==> config.mk <==
export PLATFORM = sky130hd
export DESIGN_NAME = touch_threshold_monitor
export DESIGN_NICKNAME = d
export VERILOG_FILES = /design/src/touch_threshold_monitor.v
export VERILOG_INCLUDE_DIRS = /design/src
export SDC_FILE = /design/constraint.sdc
export NUM_CORES = 1
export LEC_CHECK = 0
export BUFFER_PORTS_ARGS = -buffer_cell sky130_fd_sc_hd__buf_2
export CAP_MARGIN = 20
export CELL_PAD_IN_SITES_DETAIL_PLACEMENT = 0
export CELL_PAD_IN_SITES_GLOBAL_PLACEMENT = 1
export CORE_MARGIN = 1
export CORE_UTILIZATION = 43
export DETAILED_ROUTE_END_ITERATION = 6
export HOLD_SLACK_MARGIN = 0.1
export PLACE_DENSITY = 0.72
export SLEW_MARGIN = 15
export SYNTH_ARGS = -nofsm -noshare
export SYNTH_HDL_FRONTEND = slang
export SYNTH_SLANG_ARGS = --single-unit
==> constraint.sdc <==
create_clock -name mclk -period 3.3 [get_ports mclk]
set_clock_uncertainty 0.05 [all_clocks]
set_input_delay 0.66 -clock mclk [delete_from_list [all_inputs] [get_ports mclk]]
set_output_delay 0.66 -clock mclk [all_outputs]
set_load 0.01 [all_outputs]
==> src/touch_monitor_defs.vh <==
`ifndef TOUCH_MONITOR_DEFS_VH
`define TOUCH_MONITOR_DEFS_VH

// Register offsets
`define OFF_TIMING 6'h05
`define OFF_TEMP_UP 6'h06
`define OFF_TEMP_LO 6'h07
`define OFF_FIRST_AUX_INPUT_UP 6'h08
`define OFF_FIRST_AUX_INPUT_LO 6'h09
`define OFF_SECOND_AUX_INPUT_UP 6'h0a
`define OFF_SECOND_AUX_INPUT_LO 6'h0b

// Field positions
`define POS_PD 6
`define POS_PRE_HI 5
`define POS_PRE_LO 3
`define POS_SNS_HI 2
`define POS_SNS_LO 0
`define POS_EN 12

// Reset values
`define RST_UPPER 12'hfff
`define RST_LOWER 12'h000

// Channel codes on the conversion result port
`define CH_TEMP_A 2'h0
`define CH_TEMP_B 2'h1
`define CH_FIRST_AUX_INPUT 2'h2
`define CH_SECOND_AUX_INPUT 2'h3

// Timing
`define CLK_PERIOD_NS 10
`define PRE0_NS 20000
`define PRE1_NS 84000
`define PRE2_NS 276000
`define PRE3_NS 340000
`define PRE4_NS 1044000
`define PRE5_NS 1108000
`define PRE7_NS 1364000
`define SNS0_NS 32000
`define SNS1_NS 96000
`define SNS2_NS 544000
`define SNS3_NS 608000
`define SNS4_NS 2080000
`define SNS5_NS 2144000
`define SNS6_NS 2592000
`define SNS7_NS 2656000

`endif

==> src/touch_threshold_monitor.v <==
`timescale 1ns/1ps
`default_nettype none
`include "touch_monitor_defs.vh"

module touch_threshold_monitor
#(
  parameter PRE0_CYC = `PRE0_NS / `CLK_PERIOD_NS,
  parameter PRE1_CYC = `PRE1_NS / `CLK_PERIOD_NS,
  parameter PRE2_CYC = `PRE2_NS / `CLK_PERIOD_NS,
  parameter PRE3_CYC = `PRE3_NS / `CLK_PERIOD_NS,
  parameter PRE4_CYC = `PRE4_NS / `CLK_PERIOD_NS,
  parameter PRE5_CYC = `PRE5_NS / `CLK_PERIOD_NS,
  parameter PRE7_CYC = `PRE7_NS / `CLK_PERIOD_NS,
  parameter SNS0_CYC = `SNS0_NS / `CLK_PERIOD_NS,
  parameter SNS1_CYC = `SNS1_NS / `CLK_PERIOD_NS,
  parameter SNS2_CYC = `SNS2_NS / `CLK_PERIOD_NS,
  parameter SNS3_CYC = `SNS3_NS / `CLK_PERIOD_NS,
  parameter SNS4_CYC = `SNS4_NS / `CLK_PERIOD_NS,
  parameter SNS5_CYC = `SNS5_NS / `CLK_PERIOD_NS,
  parameter SNS6_CYC = `SNS6_NS / `CLK_PERIOD_NS,
  parameter SNS7_CYC = `SNS7_NS / `CLK_PERIOD_NS
)
(
  // Clock, reset, enable
  input wire mclk,
  input wire rst_b,
  input wire clkEn,
  // Register port from the serial interface
  input wire [5:0] regAddr,
  input wire regWrEn,
  input wire [15:0] regWrData,
  input wire regRdEn,
  output reg [15:0] regRdData,
  // Measurement configuration bits held elsewhere
  input wire autoScan,
  input wire autoTempChannelSelect,
  input wire scanModeTempSelect,
  input wire limitInterruptPinRoute,
  // Conversion results
  input wire convValid,
  input wire [1:0] convChannel,
  input wire [11:0] convCode,
  // Touch panel sensing
  input wire penSense,
  output reg prechargeActive,
  output reg senseActive,
  output reg touchDetected,
  // Limit status
  output reg [5:0] limitFlags,
  output reg tempUpperLimitFlag,
  output reg limitInterrupt
);

  ////////////////////////////////////////////////////////////////////////////
  // Register storage

  // Reserved precharge code and the one-hot states of the touch sequence
  localparam [2:0] PRE_RESERVED = 3'h6;
  localparam [3:0] S_IDLE = 4'h1;
  localparam [3:0] S_PRE = 4'h2;
  localparam [3:0] S_SNS = 4'h4;
  localparam [3:0] S_SMP = 4'h8;

  // Configuration fields, comparator storage and sequence counter
  reg touchDetectPowerDown_q;
  reg [2:0] prechargeTimeSelect_q;
  reg [2:0] senseTimeSelect_q;
  reg [5:0] checkEnable_q;
  reg [11:0] limitValue_q [0:5];
  reg [3:0] state_q;
  reg [18:0] count_q;
  // One loop index per process, so no variable is driven from two places
  integer iWr;
  integer iRd;
  integer iFlg;

  // Index 0..5: temp upper, temp lower, first_aux_input upper, first_aux_input lower, second_aux_input upper, second_aux_input lower
  // Reset waits for the clock enable as well, so a frozen block keeps every field
  always @(posedge mclk)
  begin
    if (!rst_b && clkEn)
    begin
      touchDetectPowerDown_q <= 1'b0;
      prechargeTimeSelect_q <= 3'h0;
      senseTimeSelect_q <= 3'h0;
      checkEnable_q <= 6'h00;
      limitValue_q[0] <= `RST_UPPER;
      limitValue_q[1] <= `RST_LOWER;
      limitValue_q[2] <= `RST_UPPER;
      limitValue_q[3] <= `RST_LOWER;
      limitValue_q[4] <= `RST_UPPER;
      limitValue_q[5] <= `RST_LOWER;
    end
    else if (clkEn && regWrEn)
    begin
      if (regAddr == `OFF_TIMING)
      begin
        touchDetectPowerDown_q <= regWrData[`POS_PD];
        prechargeTimeSelect_q <= regWrData[`POS_PRE_HI:`POS_PRE_LO];
        senseTimeSelect_q <= regWrData[`POS_SNS_HI:`POS_SNS_LO];
      end
      for (iWr = 0; iWr < 6; iWr = iWr + 1)
      begin
        if (regAddr == `OFF_TEMP_UP + iWr[5:0])
        begin
          checkEnable_q[iWr] <= regWrData[`POS_EN];
          limitValue_q[iWr] <= regWrData[11:0];
        end
      end
    end
  end

  ////////////////////////////////////////////////////////////////////////////
  // Register read path; unmapped offsets and reserved bits read zero

  reg [15:0] rdMux;

  always @*
  begin
    rdMux = 16'h0000;
    if (regAddr == `OFF_TIMING)
      rdMux = {9'h000, touchDetectPowerDown_q, prechargeTimeSelect_q, senseTimeSelect_q};
    for (iRd = 0; iRd < 6; iRd = iRd + 1)
    begin
      if (regAddr == `OFF_TEMP_UP + iRd[5:0])
        rdMux = {3'h0, checkEnable_q[iRd], limitValue_q[iRd]};
    end
  end

  // Read data is held until the next read so the serial shifter can take it late
  always @(posedge mclk)
  begin
    if (!rst_b && clkEn)
      regRdData <= 16'h0000;
    else if (clkEn && regRdEn)
      regRdData <= rdMux;
  end

  ////////////////////////////////////////////////////////////////////////////
  // Precharge and sense time lookup

  // Wide enough for any cycle count a parameter may carry
  reg [31:0] preCycles;
  reg [31:0] snsCycles;

  // Reserved precharge code falls back to the longest setting, the safe side
  always @*
  begin
    case (prechargeTimeSelect_q)
      3'h0: preCycles = PRE0_CYC;
      3'h1: preCycles = PRE1_CYC;
      3'h2: preCycles = PRE2_CYC;
      3'h3: preCycles = PRE3_CYC;
      3'h4: preCycles = PRE4_CYC;
      3'h5: preCycles = PRE5_CYC;
      PRE_RESERVED: preCycles = PRE7_CYC;
      default: preCycles = PRE7_CYC;
    endcase
  end

  // Every sense code is defined, so the default only stands for 3'h7
  always @*
  begin
    case (senseTimeSelect_q)
      3'h0: snsCycles = SNS0_CYC;
      3'h1: snsCycles = SNS1_CYC;
      3'h2: snsCycles = SNS2_CYC;
      3'h3: snsCycles = SNS3_CYC;
      3'h4: snsCycles = SNS4_CYC;
      3'h5: snsCycles = SNS5_CYC;
      3'h6: snsCycles = SNS6_CYC;
      default: snsCycles = SNS7_CYC;
    endcase
  end

  ////////////////////////////////////////////////////////////////////////////
  // Pen touch detection sequence: precharge, sense wait, sample, repeat

  // Counts start at zero, so a phase of N cycles ends when the count reaches N-1
  wire countDone;
  assign countDone = (state_q == S_PRE) ? (count_q >= preCycles[18:0] - 19'h00001)
                                        : (count_q >= snsCycles[18:0] - 19'h00001);

  // Reset and power-down both park the sequence in idle with no touch reported
  always @(posedge mclk)
  begin
    if (!rst_b && clkEn)
    begin
      state_q <= S_IDLE;
      count_q <= 19'h00000;
      touchDetected <= 1'b0;
    end
    else if (clkEn)
    begin
      if (touchDetectPowerDown_q)
      begin
        state_q <= S_IDLE;
        count_q <= 19'h00000;
        touchDetected <= 1'b0;
      end
      else
      begin
        case (state_q)
          S_IDLE:
          begin
            state_q <= S_PRE;
            count_q <= 19'h00000;
          end
          S_PRE:
          begin
            if (countDone)
            begin
              state_q <= S_SNS;
              count_q <= 19'h00000;
            end
            else
              count_q <= count_q + 19'h00001;
          end
          S_SNS:
          begin
            if (countDone)
              state_q <= S_SMP;
            else
              count_q <= count_q + 19'h00001;
          end
          S_SMP:
          begin
            touchDetected <= penSense;
            state_q <= S_PRE;
            count_q <= 19'h00000;
          end
          default:
          begin
            state_q <= S_IDLE;
            count_q <= 19'h00000;
          end
        endcase
      end
    end
  end

  // Phase outputs come straight from the one-hot state flops
  always @*
  begin
    prechargeActive = state_q[1];
    senseActive = state_q[2];
  end

  ////////////////////////////////////////////////////////////////////////////
  // Limit comparators

  // Temperature result counts only for the channel in use in the current mode
  wire measuredTempB;
  wire tempHit;
  wire aux1Hit;
  wire aux2Hit;
  reg [5:0] hitMask;
  reg [5:0] cmpResult;

  // A result of the idle temperature channel leaves the temperature flags alone
  assign measuredTempB = autoScan ? autoTempChannelSelect : scanModeTempSelect;
  assign tempHit = convValid && (convChannel == (measuredTempB ? `CH_TEMP_B : `CH_TEMP_A));
  assign aux1Hit = convValid && (convChannel == `CH_FIRST_AUX_INPUT);
  assign aux2Hit = convValid && (convChannel == `CH_SECOND_AUX_INPUT);

  always @*
  begin
    // Both checks of a channel look at the same result
    hitMask = {aux2Hit, aux2Hit, aux1Hit, aux1Hit, tempHit, tempHit};
    cmpResult[0] = convCode >= limitValue_q[0];
    cmpResult[1] = convCode <= limitValue_q[1];
    cmpResult[2] = convCode >= limitValue_q[2];
    cmpResult[3] = convCode <= limitValue_q[3];
    cmpResult[4] = convCode >= limitValue_q[4];
    cmpResult[5] = convCode <= limitValue_q[5];
  end

  // Flags keep the latest result of each channel; a disabled check reads zero in limitFlags but not in tempUpperLimitFlag
  always @(posedge mclk)
  begin
    if (!rst_b && clkEn)
    begin
      limitFlags <= 6'h00;
      tempUpperLimitFlag <= 1'b0;
      limitInterrupt <= 1'b0;
    end
    else if (clkEn)
    begin
      for (iFlg = 0; iFlg < 6; iFlg = iFlg + 1)
      begin
        if (!checkEnable_q[iFlg])
          limitFlags[iFlg] <= 1'b0;
        else if (hitMask[iFlg])
          limitFlags[iFlg] <= cmpResult[iFlg];
      end
      if (tempHit)
        tempUpperLimitFlag <= cmpResult[0];
      // Masking closes the one-cycle gap before a flag of a cleared enable drops
      limitInterrupt <= limitInterruptPinRoute && |(limitFlags & checkEnable_q);
    end
  end

endmodule
`default_nettype wire

Word level (Yosys, flattened, before mapping)
Memory sizes are Yosys's and may differ from the RTL's.
Cells that the tools add are included.
Cells by class
  $add $sub $neg: 3
  magnitude comparators: 8
  equal/unequal tests: 34
  multiplexer cells: 66
  bitwise logic cells: 7
  reductions and logical operators: 30
Operators with widths (count)
  $pmux W19 S7: 1
  $pmux W18 S6: 1
  $mux W16: 6
  $mux W12: 6
  $mux W19: 3
  $mux W1: 43
  $ge A19 B19 Y1: 2
  $pmux W19 S2: 1
  $sub A19 B1 Y19 const B: 2
  $ge A12 B12 Y1: 3
  $le A12 B12 Y1: 3
  $reduce_and A2 Y1: 16
  $eq A6 B4 Y1 const B: 4
  $add A19 B1 Y19 const B: 1
  $eq A6 B3 Y1 const B: 3
  $eq A3 B3 Y1 const B: 5
  $eq A3 B2 Y1 const B: 4
  $mux W4: 3
  $ne A2 B1 Y1 const B: 6
  $pmux W4 S3: 1
  $ne A3 B3 Y1 const B: 3
  $logic_and A1 B1 Y1: 7
  $mux W7: 1
  $and A6 B6 Y6: 1
  14 further kinds: 22
Word-level totals
  register bits after elaboration: 61
  bits in writable memories: 72
  input bits: 47
  output and inout bits: 27
  word-level logic and storage cells: 170
  memories kept: 1
Memories
  limitValue_q: words 6, width 12, read ports 6, clocked after memory_dff 0, write ports 6, line touch_threshold_monitor.v:69  | reg [11:0] limitValue_q [0:5];

Logic depth before layout (Yosys ltp)
Gate-level depths: netlist (run 1).
  depth in word-level cells: 8
  mapped depth: 13
  gate-level depth less buffers: 12

Least setup slack after synthesis (run 1)
Ideal clock, no wire load.
  path type: in2reg
  start point: input port regAddr[2]
  end point: memory limitValue_q[2][0] (enable)
  setup time: 0.400 ns
  data arrival time: 2.641 ns
  data required time: 2.850 ns
  path slack: 0.209 ns
  stages: 4
  buffers on the path: 1
  path through: or4b_4 > or3_4 > buf_6 > o21ai_0
RTL lines
  start: declaration: line touch_threshold_monitor.v:29  | input wire [5:0] regAddr,
  end: declaration: line touch_threshold_monitor.v:69

Worst setup path after layout (run 1)
  start point: register senseTimeSelect_q[1]
  end point: register count_q[18]
On the way
  cells in the longest elaborated chain, start to end: 8
  elaborated cells between the ends (all ways): 16
  classes of those cells: add/sub (1); order compare (1); eq/ne (7); mux (5); reduce/logical (2)
RTL lines
  start: declaration: line touch_threshold_monitor.v:67  | reg [2:0] senseTimeSelect_q;
  start signal: assignment: line touch_threshold_monitor.v:100  | senseTimeSelect_q <= regWrData[`POS_SNS_HI:`POS_SNS_LO];
  $eq A3 B3 Y1 (tied with other cells): line touch_threshold_monitor.v:164  | case (senseTimeSelect_q)
  $pmux W19 S7 *: line touch_threshold_monitor.v:164
  $sub A19 B1 Y19 *: line touch_threshold_monitor.v:182  | : (count_q >= snsCycles[18:0] - 19'h00001);
  $ge A19 B19 Y1 *: line touch_threshold_monitor.v:182
  $mux W1 *: line touch_threshold_monitor.v:181  | assign countDone = (state_q == S_PRE) ? (count_q >= preCycles[18:0] - 19'h00001)
  $mux W19: line touch_threshold_monitor.v:211  | if (countDone)
  $pmux W19 S2: line touch_threshold_monitor.v:203  | case (state_q)
  $mux W19: line touch_threshold_monitor.v:195  | if (touchDetectPowerDown_q)
  end signal: assignment: line touch_threshold_monitor.v:217  | count_q <= count_q + 19'h00001;
  end signal: assignment: line touch_threshold_monitor.v:224  | count_q <= count_q + 19'h00001;
  end: declaration: line touch_threshold_monitor.v:71  | reg [18:0] count_q;
Mark *: on every way between the ends. The rest lies on a longest branch, timed or not.
A chain may end at the register's enable or synchronous reset.

==> results.cfg, run 1 <==
[run_status]
outcome = finished, final reports clean

[sta]
min_period_ns = 2.76
worstMarginPinSlew_ns = 0.960
fin_crit_sh_pct = 83.5
slew_violations = 0
max-slew-margin-rel_pct = 36.0
rsz0062_at_grt = no
timing.final.hold_violations = 0
fmax_ghz = 0.363
finalSetupViolations = 0
fin_tns_setup_ns = 0
holdWs_ns = 0.386

[routing]
wl_um = 24300
ant_nets = 0
drt_iter0_markers = 516
vias_per_cell = 5.51
drt-pass1-iter-count = 5
post_drt_wl_per_cell_um = 19.1
vias = 7008
drc_errors = 0

[floorplan]
row_count = 50
die-height_um = 142
boundaryPins = 74
die_w_um = 142
die_area_mm2 = 0.0201
core_area_mm2 = 0.0190
start_util_pct = 44.4

[clock_tree]
cts_max_path_buffers = 2
cts-root-buf = clkbuf_16
cts.hold.buffers_added = 0
post_cts_buffers = 0
htreeDepth = 4
clk_transition_reported_paths_ns = 0.06
cts_resized = 0
cts.sinks = 130
worstSkewPairLatency_ns = 0.43
cts_tree = yes
numCtsBuffers = 17

[placement]
port_buffers = 67
dp_hpwl_um = 18300
place_congestion = 0.888
placed_area_mm2 = 0.00914

[min_path]
min_path_type = flip-flop to flip-flop

[power]
pwr-share-comb_pct = 13.7
net-switching-power_mw = 1.13
power_leakage_nw = 4.07
p_sw_share_pct = 27.0
vdd_drop_max_mv = 0.362
p_seq_share_pct = 43.7
power_frac_clock_pct = 42.6
p_per_area_mw_per_mm2 = 433
internal_power_mw = 3.06

[synth]
syn_inst = 922
synth-main-ff-cell = edfxtp_1
synth_enable_flop_cells = 72
synth-seq-area-share_pct = 39.5
synth_largest_area_cell = edfxtp_1
synth_commonest_cells = ha_1, inv_1, edfxtp_1
ys_seq_elements = 130
synthDistinctLibCells = 63
synth.top_cells.by_area = edfxtp_1, dfxtp_1, ha_1
synth.most_common_cell = ha_1
avgSynthCellArea_um2 = 9.13
synth_top_area_share_pct = 25.7
ys_async_sr_fraction_pct = 0
yosysWarnings = 0
syn_area_mm2 = 0.00842

[layout]
drive_gt1_share_pct = 15.3
nNetsFinal = 1138
synthToLayoutAreaGrowth_pct = 15.1
fin_area_mm2 = 0.00969
antenna_cells = 0

[worst_setup_path]
path_buf_inv = 1
crit_family = simple AND/OR/NAND/NOR gates
cp_slowest_stage_delay_ns = 0.52
critPathRequiredTime_ns = 3.57
cp_max_fo = 19
worstPathCellList = nand2_1, nand2_1, ha_1, a21o_1, a211oi_2, o221ai_2, and2_1, buf_4, nor4_1, xnor2_1, nor2_1
end_kind = flip-flop
critPathKind = flip-flop to flip-flop
crit_path_start_kind = flip-flop
worstPathArrival_ns = 3.02
worst_path_most_repeated_cell = nand2_1
slowest_stage = dfxtp_1

[global_route]
antenna_found_initial = 0
use_met2_pct = 40.9
grtUsageMet1_pct = 34.3
grt_max_degree = 43
met3_usage_pct = 3.70
grt_pass1_wl_um = 37900
track_usage_pct = 25.3
grt_pass1_vias = 6719
gr-total-overflow = 0
grt.busiest_layer = met2

[flow_run]
drv_cap = 0
path summary, 6_finish.rpt:
path / from / endpoint / slack, ns / cells past startpoint
setup / recovery: senseTimeSelect_q[1]$_SDFFE_PP0P_ / count_q[18]$_SDFFE_PP0P_ / 0.54 / 11
hold / removal: touchDetected$_SDFFE_PP0P_ / touchDetected$_SDFFE_PP0P_ / 0.39 / 2
setup reg to reg: senseTimeSelect_q[1]$_SDFFE_PP0P_ / count_q[18]$_SDFFE_PP0P_ / 0.54 / 11
hold reg to reg: touchDetected$_SDFFE_PP0P_ / touchDetected$_SDFFE_PP0P_ / 0.39 / 2
worst register-to-register path: stages (launching register included):
cell,delay [ns]
dfxtp_1,0.52
nand2_1,0.10
nand2_1,0.12
ha_1,0.25
a21o_1,0.19
a211oi_2,0.24
o221ai_2,0.20
and2_1,0.20
buf_4,0.20
nor4_1,0.36
xnor2_1,0.17
nor2_1,0.05
through the flow:
step                power (mW)  instances  utilization [%]  setup WS, ns
floorplan                 2.21        924                -         0.209
global route              4.37       1272             51.1         0.376
finish                    4.20       1272             51.1         0.543
CTS                       4.22       1272             51.1         0.576
global placement          2.43       1240             48.2         0.493
detailed placement        2.44       1240             48.2         0.496
area by class of cell:
class                           count  area, µm²
Clock buffer                       22        464
Clock inverter                     10       86.3
Fill cell                        1806       9260
Inverter                           88        330
Multi-Input combinational cell    661       4570
Sequential cell                   130       3320
Tap cell                          260        325
Timing Repair Buffer              101        591
placed cells by master (no fill, tap or decap), types with 8 or more instances in the layout:
cell / instances
ha_1: 92
inv_1: 88
edfxtp_1: 72
nand2_1: 67
buf_2: 67
nor2_1: 61
dfxtp_1: 58
a21oi_1: 56
o21ai_0: 41
or3_1: 39
and2_1: 39
buf_4: 34
nand3_1: 32
nand4_1: 21
a21o_1: 19
clkbuf_16: 17
nor3_1: 16
o21ai_1: 15
xnor2_1: 12
nor2b_1: 12
a22oi_1: 12
o221ai_1: 12
nand2b_1: 10
mux2i_1: 10
a211oi_1: 9
nor4_1: 8
kinds of logic after synthesis:
group                      Yosys count  synth area share (%)
other                                1                0.0445
AOI/OAI and AO/OA                  207                  15.9
xor gates and xnor gates            19                  1.98
buffers and inverters              133                  6.49
DFF                                130                  39.5
adders and majority gates           92                  13.7
muxes                               16                  2.12
and+or+nand+nor                    324                  20.3
power by group through the flow:
stage                     clock network, mW  logic [mW]  registers (mW)
after floorplan                           0       0.354            1.86
after global placement                    0       0.567            1.87
after detailed placement                  0       0.572            1.87
after CTS                              1.81       0.576            1.83
after global routing                   1.88       0.647            1.84
final                                  1.79       0.575            1.83
state kept, by name (all words and copies together), names as in the netlist:
register	flops
checkEnable_q	6
count_q	19
touchDetected	1
touchDetectPowerDown_q	1
limitFlags	6
regRdData	13
limitValue_q	72
prechargeTimeSelect_q	3
senseTimeSelect_q	3
limitInterrupt	1
tempUpperLimitFlag	1
state_q	4
routing by layer:
metal	routed length, µm	vias up
met5	0	-
met4	596	0
met3	1080	35
met2	11100	174
met1	11500	3312
li1	-	3487
Power figures use the tool's default switching activity.
==> run 2: changes to the inputs <==
--- a/config.mk
+++ b/config.mk
@@ -11,10 +11,10 @@
 export CELL_PAD_IN_SITES_DETAIL_PLACEMENT = 0
 export CELL_PAD_IN_SITES_GLOBAL_PLACEMENT = 1
 export CORE_MARGIN = 1
-export CORE_UTILIZATION = 43
+export CORE_UTILIZATION = 42
 export DETAILED_ROUTE_END_ITERATION = 6
 export HOLD_SLACK_MARGIN = 0.1
-export PLACE_DENSITY = 0.72
+export PLACE_DENSITY = 0.74
 export SLEW_MARGIN = 15
 export SYNTH_ARGS = -nofsm -noshare
 export SYNTH_HDL_FRONTEND = slang
==> constraint.sdc (replaced) <==
create_clock -name mclk -period 2.4 [get_ports mclk]
set_clock_uncertainty 0.05 [all_clocks]
set_input_delay 0.48 -clock mclk [delete_from_list [all_inputs] [get_ports mclk]]
set_output_delay 0.48 -clock mclk [all_outputs]
set_load 0.01 [all_outputs]
==> results.cfg, run 2 (synthesized netlist as in run 1, its figures left out) <==
[power]
power_frac_clock_pct = 42.6
internal_power_mw = 4.38
p_seq_share_pct = 41.6
vdd_drop_max_mv = 0.436
p_per_area_mw_per_mm2 = 574
pwr-share-comb_pct = 15.8
p_sw_share_pct = 26.6
power_leakage_nw = 4.47
net-switching-power_mw = 1.59

[floorplan]
die_w_um = 144
core_area_mm2 = 0.0195
die-height_um = 144
boundaryPins = 74
row_count = 51
start_util_pct = 43.1
die_area_mm2 = 0.0206

[run_status]
violations = negative setup slack
outcome = finished, violations left

[layout]
final_common_cell = buf_4
reg_top3 = limitValue_q x72, count_q x19, regRdData x13
layoutNonFillerInstCount = 1343
nNetsFinal = 1204
final_core_util_pct = 53.3
largest_reg_flops = 72
synthToLayoutAreaGrowth_pct = 23.6
antenna_cells = 0
layout_common_cells = buf_4, ha_1, inv_1
regMostFlops = limitValue_q
fin_area_mm2 = 0.0104
drive_gt1_share_pct = 22.8

[sta]
fin_tns_setup_ns = -0.0114
worstMarginPinSlew_ns = 0.523
fin_crit_sh_pct = 100
setup_ws_ns = -0.0114
fmax_ghz = 0.415
timing.final.hold_violations = 0
max-slew-margin-rel_pct = 64.8
slew_violations = 0
finalSetupViolations = 1
min_period_ns = 2.41
rsz0062_at_grt = yes

[routing]
drt_iter0_markers = 443
drt-pass1-iter-count = 5
ant_nets = 0
post_drt_wl_per_cell_um = 18.3
drc_errors = 0
wl_um = 24500
vias_per_cell = 5.43
vias = 7286

[worst_setup_path]
cp_max_fo = 8
crit_path_start_kind = flip-flop
worstPathArrival_ns = 2.71
critPathRequiredTime_ns = 2.70
end_kind = flip-flop
critPathKind = flip-flop to flip-flop

[global_route]
grt_max_degree = 43
grt_pass1_vias = 6907
track_usage_pct = 24.8
grt_pass1_wl_um = 37900
gr-total-overflow = 0
antenna_found_initial = 0

[placement]
placed_area_mm2 = 0.00968
place_congestion = 0.933
placed_cells = 1310
preCtsSetupSlack_ns = -0.225
port_buffers = 67
dp_hpwl_um = 18900

[clock_tree]
worstSkewPairLatency_ns = 0.42
cts_tree = yes
cts_max_path_buffers = 2
cts-root-buf = clkbuf_16
clk_transition_reported_paths_ns = 0.06
cts.sinks = 130
numCtsBuffers = 17
htreeDepth = 4

[min_path]
min_path_type = primary input to flip-flop

[flow_run]
drv_cap = 0
[run 2: cell types whose count changed in the layout (fill, tap and decap cells not counted), sizes merged]
cell,previous run,this run
buf,101,167
clkinvlp,3,1
bufinv,1,0
clkinv,6,5
inv,88,89
clkbuf,22,25
[run 2: power groups by stage]
stage | Sequential [mW] | Clock (mW) | Combinational [mW]
floorplan | 2.55 | 0 | 0.488
global route | 2.50 | 2.67 | 1.05
finish | 2.49 | 2.54 | 0.942
CTS | 2.49 | 2.57 | 0.930
global placement | 2.53 | 0 | 0.905
detailed placement | 2.53 | 0 | 0.917
[run 2: repair_timing]
action	CTS	global route
cloned	0	0
pin swaps	2	19
hold buffers	0	0
buffers inserted	1	0
gates resized for setup	10	26
endpoints found under the setup margin	20	22
[run 2: stage by stage]
step / total power, mW / hold slack [ns]
6_report: 5.97 / 0.256
3_5_place_dp: 3.45 / 0.395
4_1_cts: 5.99 / 0.243
3_3_place_gp: 3.44 / 0.383
5_1_grt: 6.21 / 0.246
2_1_floorplan: 3.04 / 0.410
[run 2: layout make-up]
type	instances	area [µm²]
fill	1840	9120
inverter	88	330
timing repair buffer	167	1130
clock buffer	25	538
sequential	130	3330
multi-input combinational	661	4700
tap	265	332
clock inverter	7	42.5
[run 2: final timing paths]
kind	start	end	slack, ns	cells past startpoint
max	senseTimeSelect_q[0]$_SDFFE_PP0P_	count_q[17]$_SDFFE_PP0P_	-0.01	10
min	penSense	touchDetected$_SDFFE_PP0P_	0.26	3
max reg2reg	senseTimeSelect_q[0]$_SDFFE_PP0P_	count_q[17]$_SDFFE_PP0P_	-0.01	10
min reg2reg	touchDetected$_SDFFE_PP0P_	touchDetected$_SDFFE_PP0P_	0.40	2
[run 2: layer usage]
layer / track usage [%] / part of all wire, % / routed length (µm) / vias up
li1: - / - / - / 3620
met1: 33.1 / 47 / 11500 / 3456
met2: 40.4 / 46 / 11400 / 177
met3: 3.63 / 4.2 / 1030 / 33
met4: 9.63 / 2.6 / 635 / 0
met5: 0 / 0 / 0 / -
[run 2: worst max-delay path: stages (launching register included)]
cell and delay [ns]:
dfxtp_4 0.40, nand2_4 0.05, xor2_1 0.14, ha_1 0.33, a21oi_2 0.15, o221a_2 0.24
o221ai_4 0.12, and2_4 0.21, buf_8 0.15, or3_1 0.34, a21oi_1 0.15
